**config.mk**
```make
export PLATFORM = sky130hd
export DESIGN_NAME = scgp_top
export DESIGN_NICKNAME = d
export VERILOG_FILES = /design/src/scgp_pkg.sv /design/src/scgp_chan_if.sv /design/src/scgp_top.sv /design/src/scgp_sync.sv /design/src/scgp_pwm_chan.sv
export SDC_FILE = /design/constraint.sdc
export NUM_CORES = 1
export LEC_CHECK = 0
export CAP_MARGIN = 0
export CORE_MARGIN = 1
export CORE_UTILIZATION = 50
export CTS_BUF_LIST = sky130_fd_sc_hd__clkbuf_4
export CTS_CLUSTER_DIAMETER = 40
export DETAILED_ROUTE_END_ITERATION = 10
export DONT_BUFFER_PORTS = 1
export PLACE_DENSITY = 0.68
export SYNTH_ARGS = -nofsm -noshare
export SYNTH_HDL_FRONTEND = slang
export SYNTH_SLANG_ARGS = --single-unit
```
**constraint.sdc**
```tcl
create_clock -name clk -period 16.75 [get_ports clk]
set_clock_uncertainty 0.2 [all_clocks]
set_input_delay 5.025 -clock clk [delete_from_list [all_inputs] [get_ports clk]]
set_output_delay 5.025 -clock clk [all_outputs]
set_load 0.01 [all_outputs]
```
**src/scgp_pkg.sv**
```systemverilog
// Function
// - Start output only when the channel is not busy and the trigger is on.
// - Keep generating while the trigger stays on, stop when it drops.
// - Duty is accepted at any time; period is latched only at start.
// - Codes 16#11..16#16 give 1.0, 1.25, 2.0, 2.5, 5.0, 10 ms periods.
// - Codes 16#0..16#8 give 26 ms up to 6.7 s periods in order.
// - Drive the output picked by the selector; only 0 and 1 are valid.
// - An invalid selector sets the sticky error and pulses the momentary error.
// - An unsupported period code raises both errors and does not start.
// - Duty of 100 percent or more raises both errors.
// - Each channel has its own busy flag showing the output in use.
// - Near minimum and maximum duty the real on ratio may differ.
// - While the program is rewritten during run, generation halts.
// - A duty change takes effect only once the running period completes.
package scgp_pkg;

  localparam int CLK_MHZ = 40;
  localparam int TICK_W = 24;
  localparam int DUTY_SLOTS = 1000;
  localparam logic [9:0] DUTY_LAST = 10'(DUTY_SLOTS - 1);

  // Period lengths in microseconds
  localparam int PER_US_H11 = 1000;
  localparam int PER_US_H12 = 1250;
  localparam int PER_US_H13 = 2000;
  localparam int PER_US_H14 = 2500;
  localparam int PER_US_H15 = 5000;
  localparam int PER_US_H16 = 10000;
  localparam int PER_US_H0 = 26000;
  localparam int PER_US_H1 = 52000;
  localparam int PER_US_H2 = 105000;
  localparam int PER_US_H3 = 210000;
  localparam int PER_US_H4 = 420000;
  localparam int PER_US_H5 = 840000;
  localparam int PER_US_H6 = 1600000;
  localparam int PER_US_H7 = 3400000;
  localparam int PER_US_H8 = 6700000;

  localparam logic [7:0] CODE_SLOW_MAX = 8'h08;
  localparam logic [7:0] CODE_FAST_MIN = 8'h11;
  localparam logic [7:0] CODE_FAST_MAX = 8'h16;
  localparam logic [7:0] SEL_MAX = 8'h01;

  // Register byte offsets
  localparam logic [5:0] OFS_CTRL = 6'h00;
  localparam logic [5:0] OFS_SEL = 6'h04;
  localparam logic [5:0] OFS_CODE = 6'h08;
  localparam logic [5:0] OFS_DUTY = 6'h0C;
  localparam logic [5:0] OFS_STATUS = 6'h10;
  localparam logic [5:0] OFS_IRQ_STAT = 6'h14;
  localparam logic [5:0] OFS_IRQ_EN = 6'h18;
  localparam logic [5:0] OFS_IRQ_CLR = 6'h1C;
  localparam logic [5:0] OFS_ERR_CLR = 6'h20;

  // Field positions
  localparam int CTRL_TRIG = 0;
  localparam int STAT_BUSY0 = 0;
  localparam int STAT_BUSY1 = 1;
  localparam int STAT_STICKY = 2;
  localparam int STAT_HALT = 3;
  localparam int IRQ_ERR = 0;
  localparam int IRQ_START = 1;
  localparam int IRQ_STOP = 2;
  localparam int IRQ_W = 3;

  // Values after reset
  localparam logic [7:0] SEL_RST = 8'h00;
  localparam logic [7:0] CODE_RST = 8'h00;
  localparam logic [15:0] DUTY_RST = 16'h0000;
  localparam logic [IRQ_W-1:0] IRQ_EN_RST = 3'h0;

  function automatic logic code_ok(input logic [7:0] c);
    return (c <= CODE_SLOW_MAX) || ((c >= CODE_FAST_MIN) && (c <= CODE_FAST_MAX));
  endfunction

  function automatic int period_us(input logic [7:0] c);
    case (c)
      8'h00: return PER_US_H0;
      8'h01: return PER_US_H1;
      8'h02: return PER_US_H2;
      8'h03: return PER_US_H3;
      8'h04: return PER_US_H4;
      8'h05: return PER_US_H5;
      8'h06: return PER_US_H6;
      8'h07: return PER_US_H7;
      8'h08: return PER_US_H8;
      8'h11: return PER_US_H11;
      8'h12: return PER_US_H12;
      8'h13: return PER_US_H13;
      8'h14: return PER_US_H14;
      8'h15: return PER_US_H15;
      8'h16: return PER_US_H16;
      default: return 0;
    endcase
  endfunction

endpackage

```
**src/scgp_chan_if.sv**
```systemverilog
`timescale 1ns/100ps
`default_nettype none
interface scgp_chan_if;
  logic start;
  logic run;
  logic duty_ok;
  logic [scgp_pkg::TICK_W-1:0] tick_cyc;
  logic [9:0] duty;
  logic pin;
  logic busy;
  modport ctl (output start, run, duty_ok, tick_cyc, duty, input pin, busy);
  modport gen (input start, run, duty_ok, tick_cyc, duty, output pin, busy);
endinterface
`default_nettype wire

```
**src/scgp_top.sv**
```systemverilog
`timescale 1ns/100ps
`default_nettype none
module scgp_top #(
  parameter int CYC_PER_US = scgp_pkg::CLK_MHZ
) (
  input wire logic clk,
  input wire logic reset_n,
  input wire logic [5:0] avs_address,
  input wire logic avs_read,
  input wire logic avs_write,
  input wire logic [31:0] avs_writedata,
  output logic [31:0] avs_readdata,
  output logic avs_waitrequest,
  input wire logic program_rewrite_pin,
  output logic [1:0] pulse_output_pin,
  output logic channel0_busy_flag,
  output logic channel1_busy_flag,
  output logic sticky_error_flag,
  output logic momentary_error_flag,
  output logic irq
);
  import scgp_pkg::*;

  // ----------------------------------------
  // State
  // ----------------------------------------
  logic trig_ff, sticky_ff, mom_ff, err_prev_ff, run_ch_ff, irq_ff, wait_ff;
  logic [7:0] sel_ff, code_ff;
  logic [15:0] duty_ff;
  logic [IRQ_W-1:0] irq_stat_ff, irq_en_ff;
  logic [1:0] busy_prev_ff;
  logic [31:0] rdata_ff;
  logic nxt_trig, nxt_sticky, nxt_mom, nxt_err_prev, nxt_run_ch, nxt_irq, nxt_wait;
  logic [7:0] nxt_sel, nxt_code;
  logic [15:0] nxt_duty;
  logic [IRQ_W-1:0] nxt_irq_stat, nxt_irq_en, ev;
  logic [1:0] nxt_busy_prev;
  logic [31:0] nxt_rdata;

  logic halt_w, sel_ok, code_good, duty_good, err_now, wr_go, rd_go, start_any;
  logic [1:0] busy_w, pin_w, start_w;
  logic [TICK_W-1:0] tick_w;

  scgp_chan_if ch_if[2] ();

  // ----------------------------------------
  // Rewrite pin and channels
  // ----------------------------------------
  scgp_sync u_rewrite_sync (
    .clk(clk),
    .reset_n(reset_n),
    .din(program_rewrite_pin),
    .dout(halt_w)
  );

  genvar gi;
  generate
    for (gi = 0; gi < 2; gi++) begin : g_ch
      assign ch_if[gi].start = start_w[gi];
      // A halted or dropped trigger stops both channels; a busy channel runs only while run_ch_ff names it
      assign ch_if[gi].run = trig_ff && !halt_w && (busy_w[gi] ? (run_ch_ff == 1'(gi)) : start_w[gi]);
      assign ch_if[gi].duty_ok = duty_good;
      assign ch_if[gi].tick_cyc = tick_w;
      assign ch_if[gi].duty = duty_ff[9:0];
      assign busy_w[gi] = ch_if[gi].busy;
      assign pin_w[gi] = ch_if[gi].pin;
      scgp_pwm_chan u_ch (
        .clk(clk),
        .reset_n(reset_n),
        .bus(ch_if[gi])
      );
    end
  endgenerate

  // ----------------------------------------
  // Checks and start decision
  // ----------------------------------------
  assign sel_ok = sel_ff <= SEL_MAX;
  assign code_good = code_ok(code_ff);
  assign duty_good = duty_ff < 16'(DUTY_SLOTS);
  // Tick is one thousandth of the period; integer scaling keeps every printed period exact when CYC_PER_US is a multiple of 4
  assign tick_w = TICK_W'(period_us(code_ff) * CYC_PER_US / DUTY_SLOTS);
  assign err_now = trig_ff && !halt_w && !(sel_ok && code_good && duty_good);
  assign start_any = trig_ff && !halt_w && sel_ok && code_good && duty_good && !(|busy_w);
  // Channel picked by the selector, only when both busy flags are clear
  assign start_w[0] = start_any && (sel_ff[0] == 1'b0);
  assign start_w[1] = start_any && (sel_ff[0] == 1'b1);
  assign wr_go = avs_write && !wait_ff;
  assign rd_go = avs_read && wait_ff;

  // ----------------------------------------
  // Registers, flags and bus slave
  // ----------------------------------------
  always_comb begin
    nxt_trig = trig_ff;
    nxt_sel = sel_ff;
    nxt_code = code_ff;
    nxt_duty = duty_ff;
    nxt_irq_en = irq_en_ff;
    nxt_sticky = sticky_ff;
    nxt_irq_stat = irq_stat_ff;
    nxt_run_ch = start_w[1] ? 1'b1 : (start_w[0] ? 1'b0 : run_ch_ff);
    nxt_err_prev = err_now;
    nxt_busy_prev = busy_w;
    nxt_rdata = rdata_ff;
    // One wait cycle, then a one-cycle answer
    nxt_wait = !((avs_read || avs_write) && wait_ff);
    ev = '0;
    ev[IRQ_ERR] = err_now && !err_prev_ff;
    ev[IRQ_START] = start_any;
    ev[IRQ_STOP] = |(busy_prev_ff & ~busy_w);
    if (wr_go) begin
      case (avs_address)
        OFS_CTRL: nxt_trig = avs_writedata[CTRL_TRIG];
        OFS_SEL: nxt_sel = avs_writedata[7:0];
        OFS_CODE: nxt_code = avs_writedata[7:0];
        OFS_DUTY: nxt_duty = avs_writedata[15:0];
        OFS_IRQ_EN: nxt_irq_en = avs_writedata[IRQ_W-1:0];
        OFS_IRQ_CLR: nxt_irq_stat = irq_stat_ff & ~avs_writedata[IRQ_W-1:0];
        OFS_ERR_CLR: nxt_sticky = sticky_ff && !avs_writedata[0];
        default: nxt_trig = trig_ff;
      endcase
    end
    // Set wins over a clear in the same cycle
    nxt_irq_stat = nxt_irq_stat | ev;
    nxt_sticky = nxt_sticky || err_now;
    nxt_mom = err_now && !err_prev_ff;
    nxt_irq = |(nxt_irq_stat & nxt_irq_en);
    if (rd_go) begin
      nxt_rdata = '0;
      case (avs_address)
        OFS_CTRL: nxt_rdata[CTRL_TRIG] = trig_ff;
        OFS_SEL: nxt_rdata[7:0] = sel_ff;
        OFS_CODE: nxt_rdata[7:0] = code_ff;
        OFS_DUTY: nxt_rdata[15:0] = duty_ff;
        OFS_STATUS: begin
          nxt_rdata[STAT_BUSY0] = busy_w[0];
          nxt_rdata[STAT_BUSY1] = busy_w[1];
          nxt_rdata[STAT_STICKY] = sticky_ff;
          nxt_rdata[STAT_HALT] = halt_w;
        end
        OFS_IRQ_STAT: nxt_rdata[IRQ_W-1:0] = irq_stat_ff;
        OFS_IRQ_EN: nxt_rdata[IRQ_W-1:0] = irq_en_ff;
        default: nxt_rdata = '0;
      endcase
    end
  end

  always_ff @(posedge clk or negedge reset_n) begin
    if (!reset_n) begin
      trig_ff <= 1'b0;
      sel_ff <= SEL_RST;
      code_ff <= CODE_RST;
      duty_ff <= DUTY_RST;
      irq_en_ff <= IRQ_EN_RST;
      irq_stat_ff <= '0;
      sticky_ff <= 1'b0;
      mom_ff <= 1'b0;
      err_prev_ff <= 1'b0;
      run_ch_ff <= 1'b0;
      busy_prev_ff <= 2'h0;
      irq_ff <= 1'b0;
      wait_ff <= 1'b1;
      rdata_ff <= 32'h00000000;
    end else begin
      trig_ff <= nxt_trig;
      sel_ff <= nxt_sel;
      code_ff <= nxt_code;
      duty_ff <= nxt_duty;
      irq_en_ff <= nxt_irq_en;
      irq_stat_ff <= nxt_irq_stat;
      sticky_ff <= nxt_sticky;
      mom_ff <= nxt_mom;
      err_prev_ff <= nxt_err_prev;
      run_ch_ff <= nxt_run_ch;
      busy_prev_ff <= nxt_busy_prev;
      irq_ff <= nxt_irq;
      wait_ff <= nxt_wait;
      rdata_ff <= nxt_rdata;
    end
  end

  assign avs_readdata = rdata_ff;
  assign avs_waitrequest = wait_ff;
  assign pulse_output_pin = pin_w;
  assign channel0_busy_flag = busy_w[0];
  assign channel1_busy_flag = busy_w[1];
  assign sticky_error_flag = sticky_ff;
  assign momentary_error_flag = mom_ff;
  assign irq = irq_ff;

  // ----------------------------------------
  // Assertions
  // ----------------------------------------
  chk_start_gated: assert property (@(posedge clk) disable iff (!reset_n)
    |start_w |-> trig_ff && !halt_w && !(|busy_w))
    else $error("start while busy or off");

  chk_sel_error: assert property (@(posedge clk) disable iff (!reset_n)
    trig_ff && !halt_w && (sel_ff > SEL_MAX) |=> sticky_error_flag)
    else $error("bad selector not flagged");

  chk_code_error: assert property (@(posedge clk) disable iff (!reset_n)
    trig_ff && !halt_w && !code_ok(code_ff) |-> start_w == 2'h0 ##1 sticky_error_flag)
    else $error("bad period code started");

  chk_duty_error: assert property (@(posedge clk) disable iff (!reset_n)
    $rose(trig_ff && !halt_w && duty_ff >= 16'(DUTY_SLOTS)) && !err_prev_ff |=> momentary_error_flag ##1 !momentary_error_flag)
    else $error("full duty not flagged");

  chk_halt_stops: assert property (@(posedge clk) disable iff (!reset_n)
    halt_w |=> busy_w == 2'h0 && pulse_output_pin == 2'h0)
    else $error("output during rewrite");

  chk_fast_tick: assert property (@(posedge clk) disable iff (!reset_n)
    start_any && code_ff == CODE_FAST_MIN |-> tick_w == TICK_W'(CYC_PER_US))
    else $error("wrong 1 ms tick");

  chk_slow_tick: assert property (@(posedge clk) disable iff (!reset_n)
    start_any && code_ff == 8'h00 |-> tick_w == TICK_W'(26 * CYC_PER_US))
    else $error("wrong 26 ms tick");

  chk_pin_busy: assert property (@(posedge clk) disable iff (!reset_n)
    pulse_output_pin[1] |-> channel1_busy_flag)
    else $error("pin without busy");

  chk_one_channel: assert property (@(posedge clk) disable iff (!reset_n)
    busy_w != 2'h3)
    else $error("both channels busy");

  chk_busy0_rise: assert property (@(posedge clk) disable iff (!reset_n)
    $rose(busy_w[0]) |-> $past(start_w[0]))
    else $error("busy0 rose without start");

  chk_busy1_rise: assert property (@(posedge clk) disable iff (!reset_n)
    $rose(busy_w[1]) |-> $past(start_w[1]))
    else $error("busy1 rose without start");

  chk_trig_off: assert property (@(posedge clk) disable iff (!reset_n)
    !trig_ff |=> busy_w == 2'h0)
    else $error("busy after trigger off");

  chk_keep_running: assert property (@(posedge clk) disable iff (!reset_n)
    busy_w[0] && trig_ff && !halt_w && !run_ch_ff |=> busy_w[0])
    else $error("channel 0 stopped with trigger on");

  chk_route_zero: assert property (@(posedge clk) disable iff (!reset_n)
    start_any && sel_ff == 8'h00 |=> busy_w == 2'h1)
    else $error("selector 0 not routed");

  chk_route_one: assert property (@(posedge clk) disable iff (!reset_n)
    start_any && sel_ff == 8'h01 |=> busy_w == 2'h2)
    else $error("selector 1 not routed");

  chk_sel_no_start: assert property (@(posedge clk) disable iff (!reset_n)
    sel_ff > SEL_MAX |-> start_w == 2'h0)
    else $error("start with bad selector");

  chk_halt_no_start: assert property (@(posedge clk) disable iff (!reset_n)
    halt_w |-> start_w == 2'h0)
    else $error("start during rewrite");

  chk_full_duty: assert property (@(posedge clk) disable iff (!reset_n)
    duty_ff >= 16'(DUTY_SLOTS) |-> start_w == 2'h0)
    else $error("start with full duty");

  chk_mom_pulse: assert property (@(posedge clk) disable iff (!reset_n)
    momentary_error_flag |=> !momentary_error_flag)
    else $error("momentary error longer than one cycle");

  chk_mom_sticky: assert property (@(posedge clk) disable iff (!reset_n)
    momentary_error_flag |-> sticky_error_flag)
    else $error("momentary error without sticky");

  chk_sticky_held: assert property (@(posedge clk) disable iff (!reset_n)
    sticky_error_flag && !(wr_go && avs_address == OFS_ERR_CLR) |=> sticky_error_flag)
    else $error("sticky error lost");

  chk_code_pulse: assert property (@(posedge clk) disable iff (!reset_n)
    trig_ff && !halt_w && !code_ok(code_ff) && !err_prev_ff |=> momentary_error_flag)
    else $error("bad code without momentary error");

  chk_idle_pins: assert property (@(posedge clk) disable iff (!reset_n)
    busy_w == 2'h0 |-> pulse_output_pin == 2'h0)
    else $error("pin high while idle");

  chk_start_event: assert property (@(posedge clk) disable iff (!reset_n)
    start_any |=> irq_stat_ff[IRQ_START])
    else $error("start event lost");

  chk_stop_event: assert property (@(posedge clk) disable iff (!reset_n)
    $fell(busy_w[0]) || $fell(busy_w[1]) |=> irq_stat_ff[IRQ_STOP])
    else $error("stop event lost");

  chk_irq_level: assert property (@(posedge clk) disable iff (!reset_n)
    irq == (|(irq_stat_ff & irq_en_ff)))
    else $error("irq level wrong");

  chk_wait_one: assert property (@(posedge clk) disable iff (!reset_n)
    !avs_waitrequest |=> avs_waitrequest)
    else $error("waitrequest low too long");

  chk_wait_answer: assert property (@(posedge clk) disable iff (!reset_n)
    (avs_read || avs_write) && avs_waitrequest |=> !avs_waitrequest)
    else $error("request not answered");

  chk_unmapped_read: assert property (@(posedge clk) disable iff (!reset_n)
    rd_go && (avs_address > OFS_ERR_CLR) |=> avs_readdata == 32'h00000000)
    else $error("unmapped read not zero");

  chk_code_lands: assert property (@(posedge clk) disable iff (!reset_n)
    wr_go && avs_address == OFS_CODE |=> code_ff == $past(avs_writedata[7:0]))
    else $error("code write lost");
endmodule // scgp_top
`default_nettype wire

```
**src/scgp_sync.sv**
```systemverilog
`timescale 1ns/100ps
`default_nettype none
module scgp_sync (
  input wire logic clk,
  input wire logic reset_n,
  input wire logic din,
  output logic dout
);
  logic s1_ff, s2_ff, s3_ff, lvl_ff;
  logic nxt_lvl;

  // Level only moves once the two later stages agree
  always_comb begin
    nxt_lvl = (s2_ff == s3_ff) ? s3_ff : lvl_ff;
  end

  always_ff @(posedge clk or negedge reset_n) begin
    if (!reset_n) begin
      s1_ff <= 1'b0;
      s2_ff <= 1'b0;
      s3_ff <= 1'b0;
      lvl_ff <= 1'b0;
    end else begin
      s1_ff <= din;
      s2_ff <= s1_ff;
      s3_ff <= s2_ff;
      lvl_ff <= nxt_lvl;
    end
  end

  assign dout = lvl_ff;
endmodule // scgp_sync
`default_nettype wire

```
**src/scgp_pwm_chan.sv**
```systemverilog
`timescale 1ns/100ps
`default_nettype none
module scgp_pwm_chan (
  input wire logic clk,
  input wire logic reset_n,
  scgp_chan_if.gen bus
);
  import scgp_pkg::*;

  logic active_ff, pin_ff;
  logic [TICK_W-1:0] tick_ff, pre_ff;
  logic [9:0] slot_ff, duty_ff;
  logic nxt_active, nxt_pin;
  logic [TICK_W-1:0] nxt_tick, nxt_pre;
  logic [9:0] nxt_slot, nxt_duty;

  // ----------------------------------------
  // Period and slot counting
  // ----------------------------------------
  always_comb begin
    nxt_active = active_ff;
    nxt_tick = tick_ff;
    nxt_pre = pre_ff;
    nxt_slot = slot_ff;
    nxt_duty = duty_ff;
    if (!bus.run) begin
      nxt_active = 1'b0;
      nxt_pre = '0;
      nxt_slot = '0;
    end else if (bus.start && !active_ff) begin
      nxt_active = 1'b1;
      nxt_tick = bus.tick_cyc;
      nxt_pre = '0;
      nxt_slot = '0;
      nxt_duty = bus.duty;
    end else if (active_ff) begin
      if (pre_ff >= tick_ff - TICK_W'(1)) begin
        nxt_pre = '0;
        if (slot_ff == DUTY_LAST) begin
          nxt_slot = '0;
          // New duty only at a period boundary
          if (bus.duty_ok) begin
            nxt_duty = bus.duty;
          end
        end else begin
          nxt_slot = slot_ff + 10'h001;
        end
      end else begin
        nxt_pre = pre_ff + TICK_W'(1);
      end
    end
    // Registered pin is built from the next slot and duty, so it lines up with the slot at every duty
    nxt_pin = nxt_active && (nxt_slot < nxt_duty);
  end

  always_ff @(posedge clk or negedge reset_n) begin
    if (!reset_n) begin
      active_ff <= 1'b0;
      pin_ff <= 1'b0;
      tick_ff <= '0;
      pre_ff <= '0;
      slot_ff <= '0;
      duty_ff <= '0;
    end else begin
      active_ff <= nxt_active;
      pin_ff <= nxt_pin;
      tick_ff <= nxt_tick;
      pre_ff <= nxt_pre;
      slot_ff <= nxt_slot;
      duty_ff <= nxt_duty;
    end
  end

  assign bus.pin = pin_ff;
  assign bus.busy = active_ff;

  chk_idle_pin_low: assert property (@(posedge clk) disable iff (!reset_n)
    !active_ff |-> !pin_ff) else $error("pin high while idle");
  chk_stop_on_drop: assert property (@(posedge clk) disable iff (!reset_n)
    !bus.run |=> !active_ff && !pin_ff) else $error("still running after trigger off");
  chk_duty_at_wrap: assert property (@(posedge clk) disable iff (!reset_n)
    active_ff && $past(active_ff) && (duty_ff != $past(duty_ff)) |-> slot_ff == 10'h000)
    else $error("duty changed mid period");
  chk_period_held: assert property (@(posedge clk) disable iff (!reset_n)
    active_ff && $past(active_ff) |-> tick_ff == $past(tick_ff))
    else $error("period changed while running");
endmodule // scgp_pwm_chan
`default_nettype wire

```
======== Word level (Yosys, flattened, before mapping) ========
Memories as Yosys holds them, arrays and structs flattened.
Index checks and enable logic that the tools add are counted.
cells by class
  reduce and logical (&&, ||, !) cells .... 46
  bitwise gates (word level) .............. 8
  equality and inequality tests ........... 13
  $add $sub $neg .......................... 6
  mux-type cells .......................... 50
  $mul .................................... 1
  divide/modulo/power cells ............... 1
  order comparisons ....................... 9
operators with widths
  kind                      count
  $mux W10                  22
  $mux W24                  8
  $add A24 B1 Y24 const B   2
  $ge A24 B24 Y1            2
  $sub A24 B1 Y24 const B   2
  $div A32 B11 Y32 const B  1
  $mul A32 B4 Y29 const B   1
  $mux W32                  1
  $eq A6 B5 Y1 const B      4
  $logic_and A1 B1 Y1       22
  $add A10 B1 Y10 const B   2
  $eq A10 B10 Y1 const B    2
  $lt A10 B10 Y1            2
  $lt A16 B10 Y1 const B    1
  $eq A6 B4 Y1 const B      2
  $mux W3                   4
  $pmux W2 S6               1
  $pmux W4 S3               1
  $reduce_and A2 Y1         6
  $mux W1                   10
  $logic_not A1 Y1          9
  $ge A8 B5 Y1 const B      1
  $le A8 B1 Y1 const B      1
  $le A8 B4 Y1 const B      1
  other kinds (20)          26
storage, ports and cells
  register bits ........................... 207
  input bits .............................. 43
  memories ................................ 1
  logic and storage cells ................. 165
  memory bits (read-only) ................. 704
  output and inout bits ................... 40
memories
  name             words  bits a word  read ports  clocked after memory_dff  wr ports  RTL line        RTL
  (no name shown)  32     22           1           0                         0         scgp_pkg.sv:77  case (c)

======== Longest topological paths before layout ========
Gate-level depths: netlist of the first run.
  word-level depth ........................ 12
  depth in mapped cells ................... 74
  mapped depth without buffers ............ 61

======== Hierarchy ========
From an unflattened synthesis of the first run, not the netlist that was laid out.
second synthesis, totals
  cells, all modules ...................... 2,186
  area, all modules ....................... 18,819.3 um^2
by module, submodules not included
  module         sequential area each (um^2)  cells each  area an instance (um^2)  times used
  scgp_top       1,577.8                      1,333       10,252.3                 1
  scgp_pwm_chan  1,751.7                      424         4,227.8                  2
  scgp_sync      100.1                        5           111.4                    1

======== Worst setup path after synthesis of the first run ========
No wires, ideal clock.
  path kind ............................... reg-to-reg
  start point ............................. register code_ff[1]
  end point ............................... register g_ch[0].u_ch.tick_ff[0]
  data required time ...................... 16.468 ns
  library setup time ...................... 0.082 ns
  clock period less this slack ............ 15.713 ns
  path buffers ............................ 6
  cell stages (with the launch flop) ...... 66
  path slack .............................. 1.037 ns
  data arrival time ....................... 15.431 ns
  cells stage by stage .................... dfrtp_1 -> clkbuf_1 -> inv_1 -> ha_1 -> nand2b_1 -> nor2_1 -> and3_1 -> clkbuf_1 -> nor2b_1 -> o21ai_0 -> ha_1 -> ha_1 -> buf_2 -> a21o_1 -> o21bai_1 -> a2111o_1 -> or3_1 -> buf_2 -> [... 30 more ...] -> o31ai_4 -> mux2_4 -> o31ai_2 -> and2_1 -> and4b_1 -> o2bb2ai_1 -> nor3b_4 -> a31oi_1 -> nor2_1 -> o21ai_2 -> xnor2_1 -> ha_1 -> inv_1 -> o32ai_1 -> a21oi_1 -> a2111oi_0 -> o211ai_1 -> a31oi_1
on the way
  cells in the longest elaborated chain, start to end .. 10
  elaborated cells between the ends (all ways) .. 17
  classes of those cells .................. mul (1); div (1); order compare (3); mux (2); reduce/logical (9); memory (1)
RTL lines
  item                                                      RTL line             RTL
  from (decl)                                               scgp_top.sv:28       logic [7:0] sel_ff, code_ff;
  from (signal assigned)                                    scgp_top.sv:168      code_ff <= nxt_code;
  branches (longest 10 deep; another with $mul A32 B4 Y29)  -
  to (signal assigned)                                      scgp_pwm_chan.sv:67  tick_ff <= nxt_tick;
  to (decl)                                                 scgp_pwm_chan.sv:11  logic [TICK_W-1:0] tick_ff, pre_ff;
Several ways; the timed one is not identified.
A chain may end at the register's enable or synchronous reset.

======== Worst setup path in the final report of the first run ========
  start point ............................. register code_ff[0]
  end point ............................... register g_ch[0].u_ch.tick_ff[0]
Same word-level chain as after synthesis.

==> results.ini, run 1 <==
[status]
status=completed

[clock_network]
cts.sinks=199
root_buffer=clkbuf_4
hold_buffers=0
clk_latency_ns=0.63
htree_levels=4
cts.reportedPaths.clkPinSlew_ns=0.20
clockBufferDepth=2
tritoncts=done
numCtsBuffers=17

[place]
dp.final_hpwl_um=37200
io_buffers=0
place_congestion=0.937

[logic_synthesis]
netlist-cell-type-count=125
synthFlopType=dfrtp_1
yosys_warnings=0
ys_seq_area_share_pct=26.5
synth_seq_cells=199
syn_area_mm2=0.0188
synth_edf_count=0
syn_avg_cell_area_um2=8.40
synth_cells=2241
yosysTopAreaCell=dfrtp_1
yosys-top-cells-area=dfrtp_1 26%, ha_1 7.6%, nand2_1 4.7%, xnor2_1 4.2%, nor2_1 3.9%
ys_async_sr_fraction_pct=100
netlist.area_leader.share_pct=26.3

[critical_path]
arrival_ns=16.43
critPathLaunchType=flip-flop
cp-end-kind=flip-flop
crit_top_cell=nor2_1
r2r_start=code_ff[0]
r2r_end=g_ch[0].u_ch.tick_ff[0]
reg2regPathDepth=63
ff2ff_setup_slack_ns=0.65
critPathKind=reg2reg
slowest_stage=or4_4
crit_required_ns=17.07
cp-startpoint=code_ff[0]
cp_max_fo=10
critical-path-max-stage-delay_ns=0.61

[cells_and_area]
mostFrequentLayoutCells=229 x nand2_1, 197 x dfrtp_1, 190 x nor2_1
final.fill_count=3347
final_common_cell=nand2_1
multi_input_area_mm2=0.0138
register_area_mm2=0.00498
areaGrowthSynthToFinish_pct=10.8
nets=2466
drive_gt1_share_pct=17.8
final_util_pct=56.7

[global_routing]
grt_pass1_vias=16400
track_usage_pct=24.9
grt_max_degree=200
grt.overflow.total=0
antenna_found_initial=3
grt_pass1_wl_um=80300

[worst_hold_path]
worstHoldEndpoint=u_rewrite_sync.s2_ff
hold_start=u_rewrite_sync.s1_ff
hold-path-cell-count=0
hp-class=reg2reg

[timing]
max_freq_mhz=62.1
finalCriticalPeriod_ns=16.10
relSlewSlack_pct=21.0
timing.final.crit_share_pct=96.1
slew_violations=0
setup_viol=0
worst_pin_slew_ns=1.18
hold_viol=0

[detailed_routing]
drt_pass1_iterations=7
viasPerCell=6.24
route.vias.total=17400
drt-total-wl_um=48800
drc_errors=0
routedWlPerCell_um=17.5
drtIter0Drc=1212
ant_nets=0

[die]
die_h_um=196
pin_count=83
start_util_pct=51.2
core-area_mm2=0.0368
fp.dieArea_mm2=0.0384
rows=70
fp.dieW_um=196

[run]
drv_cap=0

==> worst max-delay path, delay by kind of cell, from the launching register on <==
kind,cells,cell delay (ns)
adders and majority gates,4,1.10
DFF,1,0.42
xor gates and xnor gates,1,0.11
muxes,6,1.89
and+or+nand+nor,17,4.36
AOI/OAI and AO/OA,30,7.15
buffers and inverters,5,0.75
==> logic make-up (layout without fill, tap and decap cells) <==
group / count (synthesis) / count (layout) / share of synthesized area (%)
mux: 98 / 98 / 5.74
xor+xnor: 163 / 163 / 7.74
fa+ha+maj: 120 / 120 / 7.95
flops: 199 / 199 / 26.5
compound gates: 624 / 624 / 24.4
simple gates: 891 / 891 / 24.1
other cells: 1 / 17 / 0.0199
buf+inv: 145 / 210 / 3.58
==> cell type report <==
class                           count  share of cell area, %
Multi-Input combinational cell   1912                   66.3
Sequential cell                   199                   23.9
Timing Repair Buffer              125                   4.58
Tap cell                          468                   2.81
Inverter                           53                  0.954
Clock inverter                     15                  0.882
Clock buffer                       17                  0.612
Antenna cell                        1                 0.0120
==> timing repair <==
item / in CTS / in global routing
setup buffers: 3 / 28
pin swaps: 3 / 37
setup endpoints to repair: 2 / 6
gates resized for setup: 7 / 117
==> worst max-delay path by stage <==
stage | endpoint | slack, ns | cells past startpoint
2_1_floorplan | g_ch[0].u_ch.tick_ff[0] | 1.04 | 65
3_3_place_gp | g_ch[1].u_ch.tick_ff[0] | -0.02 | 61
3_5_place_dp | g_ch[1].u_ch.tick_ff[0] | -0.33 | 64
4_1_cts | g_ch[1].u_ch.tick_ff[0] | 0.01 | 62
5_1_grt | g_ch[1].u_ch.tick_ff[0] | -0.16 | 63
6_report | g_ch[0].u_ch.tick_ff[0] | 0.65 | 63
==> layer usage <==
metal / GRT usage (%) / routed length, um / up-vias
met2: 43.6 / 24000 / 391
met5: 0 / 0 / -
met4: 7.09 / 954 / 0
met1: 32.9 / 21800 / 8504
li1: - / - / 8454
met3: 2.03 / 1960 / 66
==> flip-flops by register name (all words and copies together) (netlist names), 2 cells and up <==
name and cells:
g_ch.u_ch.slot_ff 20, sel_ff 8, code_ff 8, g_ch.u_ch.duty_ff 20, busy_prev_ff 2, g_ch.u_ch.tick_ff 40
irq_en_ff 3, g_ch.u_ch.bus.busy 2, g_ch.u_ch.bus.pin 2, duty_ff 16, avs_readdata 16, irq_stat_ff 3
g_ch.u_ch.pre_ff 48
==> through the flow <==
stage / std cells / instance area [um2] / TNS [ns] / worst slack (ns) / hold WS [ns]
final: 2790 / 20900 / 0 / 0.645 / 0.182
after global routing: 2790 / 20900 / -0.325 / -0.164 / 0.205
after CTS: 2761 / 20100 / 0 / 0.0118 / 0.190
after detailed placement: 2726 / 19700 / -0.659 / -0.335 / 0.137
after global placement: 2726 / 19700 / -0.0226 / -0.0226 / 0.143
after floorplan: 2256 / 18900 / 0 / 1.04 / 0.131
==> synth_stat cells (31+ instances only) <==
master    instances
nor2_1          194
o21ai_0         134
dfrtp_1         198
xnor2_1          90
and3_1           34
nand2b_1         36
mux2i_1          31
nand4_1          38
inv_1            53
ha_1            114
xor2_1           69
nand3_1          80
and2_1           32
a21oi_1         122
nor2b_1          36
nor3_1           73
clkbuf_1         41
nand2_1         234
mux2_2           60
Power of run 1 is left out: the tool's default activity adds up to more than one toggle a clock period on the data nets, which glitch-free logic cannot reach.
==> run 2: changes to the inputs <==
CORE_MARGIN = 5   (was 1)
PLACE_DENSITY = not set   (was 0.68)
clock period = 18.3 ns   (was 16.75 ns; I/O delays follow)
==> results.ini, run 2 (same netlist as run 1, synthesis figures left out) <==
[status]
status=completed

[global_routing]
grt_max_degree=200  ; unchanged
met3_usage_pct=2.32  ; +0.29 points
track_usage_pct=23.7  ; -1.3 points
grt.overflow.total=0  ; unchanged
grt_util_met1_pct=32.4  ; -0.48 points
grt_pass1_vias=16600  ; +1.1%
grt_pass1_wl_um=83400  ; +3.9%
top_usage_layer=met2
antenna_found_initial=1  ; -2
use_met2_pct=41.2  ; -2.3 points

[die]
start_util_pct=50.3  ; -0.84 points
fp.dieW_um=204  ; +4.1%
pin_count=83  ; unchanged
fp.dieArea_mm2=0.0416  ; +8.3%
rows=71  ; +1.4%
die_h_um=204  ; +4.1%
core-area_mm2=0.0374  ; +1.7%

[critical_path]
cp-end-kind=flip-flop
critPathLaunchType=flip-flop
cp_num_cells=61  ; -3.2%
cp_top_family=compound AO/OA/AOI/OAI gates
critPathKind=reg2reg
arrival_ns=17.56  ; +1.13 ns
crit_required_ns=18.65  ; +1.58 ns
reg2regPathDepth=61  ; -3.2%
cp_max_fo=12  ; +2
slowest_stage=or4_1
crit_top_cell=ha_1
path_buf_inv=4  ; -1
critical-path-max-stage-delay_ns=0.69  ; +0.08 ns

[cells_and_area]
largestRegisters=g_ch.u_ch.pre_ff x48, g_ch.u_ch.tick_ff x40
final.fill_count=3565  ; +6.5%
final_common_cell=nand2_1
mostFrequentLayoutCells=234 x nand2_1, 196 x dfrtp_1, 190 x nor2_1
areaGrowthSynthToFinish_pct=9.47
nets=2487  ; +0.85%
drive_gt1_share_pct=16.3  ; -1.6 points
largest_reg_flops=48  ; unchanged
top_register=g_ch.u_ch.pre_ff

[timing]
relSlewSlack_pct=34.0  ; +13 points
timing.final.crit_share_pct=94.0  ; -2.2 points
setup_viol=0  ; unchanged
worst_pin_slew_ns=0.987  ; -0.194 ns
max_freq_mhz=58.1  ; -6.4%
fin_tns_setup_ns=0  ; unchanged
whs_ns=0.183  ; +0.000404 ns
slew_violations=0  ; unchanged
hold_viol=0  ; unchanged
finalCriticalPeriod_ns=17.20  ; +1.10 ns

[worst_hold_path]
hold-path-cell-count=0  ; unchanged
hp-class=reg2reg

[detailed_routing]
drc_errors=0  ; unchanged
routedWlPerCell_um=17.5  ; about the same
drt-total-wl_um=49900  ; +2.2%
drt_pass1_iterations=7  ; unchanged
ant_nets=0  ; unchanged
viasPerCell=6.00  ; -3.9%
drtIter0Drc=1202  ; -0.83%
route.vias.total=17100  ; -1.7%

[clock_network]
numCtsBuffers=17  ; unchanged
cts.reportedPaths.clkPinSlew_ns=0.18  ; -0.02 ns
clk_latency_ns=0.63  ; about the same
cts.sinks=199  ; unchanged
root_buffer=clkbuf_4
clockBufferDepth=2  ; unchanged
tritoncts=done
htree_levels=4  ; unchanged

[place]
dp.final_hpwl_um=38900  ; +4.5%
place_congestion=0.917  ; -2.1%
io_buffers=0  ; unchanged

[run]
drv_cap=0  ; unchanged

[run 2: changes by cell type in the layout (fill, tap and decap cells not counted), sizes merged]
| cell | previous run | this run |
|---|---|---|
| clkinv | 4 | 5 |
| clkinvlp | 0 | 4 |
| buf | 125 | 146 |
| inv | 64 | 59 |
[run 2: worst register-to-register path: cells and delay by family (launching register included)]
family	cells	cell delay [ns]
XOR/XNOR	3	0.88
adder cells (fa/ha/maj)	5	1.59
AND/OR/NAND/NOR	19	5.34
buffers and inverters	4	0.55
AO/OA/AOI/OAI	24	6.20
flip-flops	1	0.54
multiplexers	6	1.82
[run 2: final timing paths]
kind,startpoint,to,slack [ns]
min in group asynchronous,reset_n,avs_readdata[10],4.33
hold / removal,u_rewrite_sync.s1_ff,u_rewrite_sync.s2_ff,0.18
hold reg to reg,u_rewrite_sync.s1_ff,u_rewrite_sync.s2_ff,0.18
setup / recovery,code_ff[1],g_ch[1].u_ch.tick_ff[0],1.10
max in group asynchronous,reset_n,g_ch[1].u_ch.tick_ff[18],13.31
setup reg to reg,code_ff[1],g_ch[1].u_ch.tick_ff[0],1.10
[run 2: metrics by stage]
step                      instance area (um2)  util (%)  instances  worst slack [ns]
after floorplan                         18900         -       2256              2.59
after global placement                  20100      53.8       2816             0.650
after detailed placement                20100      53.8       2816             0.465
after CTS                               20400      54.5       2848             0.366
after global routing                    20600      55.1       2854           -0.0201
final                                   20600      55.1       2854              1.10
[run 2: per-layer routing]
metal	wire (um)	up-vias
li1	-	8501
met3	1530	43
met4	607	0
met2	24400	290
met1	23300	8282
met5	0	-
[run 2: layout make-up]
class / count / area [um2] / share of cell area (%)
timing repair buffer: 146 / 1110 / 5.38
tap: 511 / 639 / 3.10
multi-input combinational: 1912 / 13400 / 65.0
clock inverter: 15 / 156 / 0.759
antenna: 1 / 2.50 / 0.0121
inverter: 53 / 199 / 0.966
clock buffer: 17 / 128 / 0.619
sequential: 199 / 4980 / 24.2
[run 2: timing repair]
action / 4_1_cts / 5_1_grt
setup endpoints to repair: 0 / 4
gates resized for setup: 0 / 36
endpoints found under the hold margin: 0 / 0
setup buffers: 0 / 5
hold buffers: 0 / 0
Power of run 2 is left out for the same reason.
==> run 3: changes to the inputs <==
PLACE_DENSITY = 0.64   (was not set)
==> results.ini, run 3 (same netlist as run 1, synthesis figures left out) <==
[status]
status=completed

[detailed_routing]
drt-total-wl_um=48700  ; -2.4%
drc_errors=0  ; unchanged
viasPerCell=6.06  ; +0.99%
drt_pass1_iterations=6  ; -1
route.vias.total=17200  ; +0.29%
ant_nets=0  ; unchanged
routedWlPerCell_um=17.2  ; -1.7%
drtIter0Drc=1153  ; -4.1%

[clock_network]
tritoncts=done
numCtsBuffers=17  ; unchanged
clk_latency_ns=0.62  ; about the same
clockBufferDepth=2  ; unchanged
htree_levels=4  ; unchanged
cts.reportedPaths.clkPinSlew_ns=0.19  ; about the same
cts.sinks=199  ; unchanged
root_buffer=clkbuf_4

[global_routing]
grt_max_degree=200  ; unchanged
antenna_found_initial=1  ; unchanged
track_usage_pct=22.9  ; -0.77 points
grt_pass1_vias=16600  ; +0.11%
grt_pass1_wl_um=81300  ; -2.5%
grt.overflow.total=0  ; unchanged

[die]
core-area_mm2=0.0374  ; unchanged
start_util_pct=50.3  ; unchanged
fp.dieW_um=204  ; unchanged
rows=71  ; unchanged
fp.dieArea_mm2=0.0416  ; unchanged
die_h_um=204  ; unchanged
pin_count=83  ; unchanged

[cells_and_area]
areaGrowthSynthToFinish_pct=8.44
mostFrequentLayoutCells=234 x nand2_1, 198 x dfrtp_1, 190 x nor2_1
final_common_cell=nand2_1
drive_gt1_share_pct=15.3  ; -0.94 points
top_register=g_ch.u_ch.pre_ff
final.fill_count=3553  ; -0.34%
largest_reg_flops=48  ; unchanged
largestRegisters=g_ch.u_ch.pre_ff x48, g_ch.u_ch.tick_ff x40
nets=2467  ; -0.80%

[critical_path]
slowest_stage=or4_1
critPathKind=reg2reg
crit_top_cell=buf_4
path_buf_inv=5  ; +1
critPathLaunchType=flip-flop
cp-end-kind=flip-flop
arrival_ns=17.58  ; +0.02 ns
crit_required_ns=18.64  ; about the same
critical-path-max-stage-delay_ns=0.69  ; about the same
cp_top_family=compound AO/OA/AOI/OAI gates
cp_max_fo=12  ; unchanged

[timing]
hold_viol=0  ; unchanged
finalCriticalPeriod_ns=17.24  ; +0.0362 ns
max_freq_mhz=58.0  ; -0.21%
slew_violations=0  ; unchanged
fin_tns_setup_ns=0  ; unchanged
rsz0062_at_grt=no
worst_pin_slew_ns=0.972  ; -0.0157 ns
timing.final.crit_share_pct=94.2  ; +0.20 points
relSlewSlack_pct=35.0  ; +1.0 points
setup_viol=0  ; unchanged

[place]
io_buffers=0  ; unchanged
dp.final_hpwl_um=38000  ; -2.2%
place_congestion=0.907  ; -1.1%

[worst_hold_path]
hp-class=reg2reg

[run]
drv_cap=0  ; unchanged

## run 3: area by class of cell
cell class,instances,area [um2],area share [%]
clock inverters,15,158,0.772
inverters,53,199,0.975
clock buffers,17,128,0.625
repair buffers,126,946,4.63
well taps,511,639,3.13
flip-flops and latches,199,4980,24.4
diodes,1,2.50,0.0123
multi-input cells,1912,13400,65.4
## run 3: timing repair
item	in CTS	in global routing
hold buffers	0	0
setup buffers	0	2
gates resized for setup	0	28
endpoints found under the hold margin	0	0
setup endpoints to repair	0	4
## run 3: path summary, 6_finish.rpt
kind / startpoint / endpoint / slack (ns) / cells past startpoint
worst max-delay path: code_ff[6] / g_ch[1].u_ch.tick_ff[0] / 1.06 / 60
worst min-delay path: u_rewrite_sync.s1_ff / u_rewrite_sync.s2_ff / 0.19 / 0
worst max register to register: code_ff[6] / g_ch[1].u_ch.tick_ff[0] / 1.06 / 60
worst min register to register: u_rewrite_sync.s1_ff / u_rewrite_sync.s2_ff / 0.19 / 0
max in group asynchronous: reset_n / g_ch[0].u_ch.tick_ff[5] / 13.25 / 0
min in group asynchronous: reset_n / avs_readdata[3] / 4.34 / 0
## run 3: routing by layer
metal  GRT usage [%]  routed length, um  up-vias
met5               0                  0        -
met4            5.36                905        0
met3            2.81               1840       56
met2            39.6              23400      334
met1            30.8              22500     8335
li1                -                  -     8440
## run 3: per-stage QoR
stage / setup slack (ns) / util [%] / cells / area (um2) / hold WS, ns
after floorplan: 2.59 / - / 2256 / 18900 / 0.131
after global placement: 0.755 / 53.4 / 2799 / 20000 / 0.136
after detailed placement: 0.489 / 53.4 / 2799 / 20000 / 0.136
after CTS: 0.404 / 54.2 / 2831 / 20300 / 0.192
after global routing: 0.0259 / 54.6 / 2834 / 20400 / 0.208
final: 1.06 / 54.6 / 2834 / 20400 / 0.191
Power of run 3 is left out for the same reason.
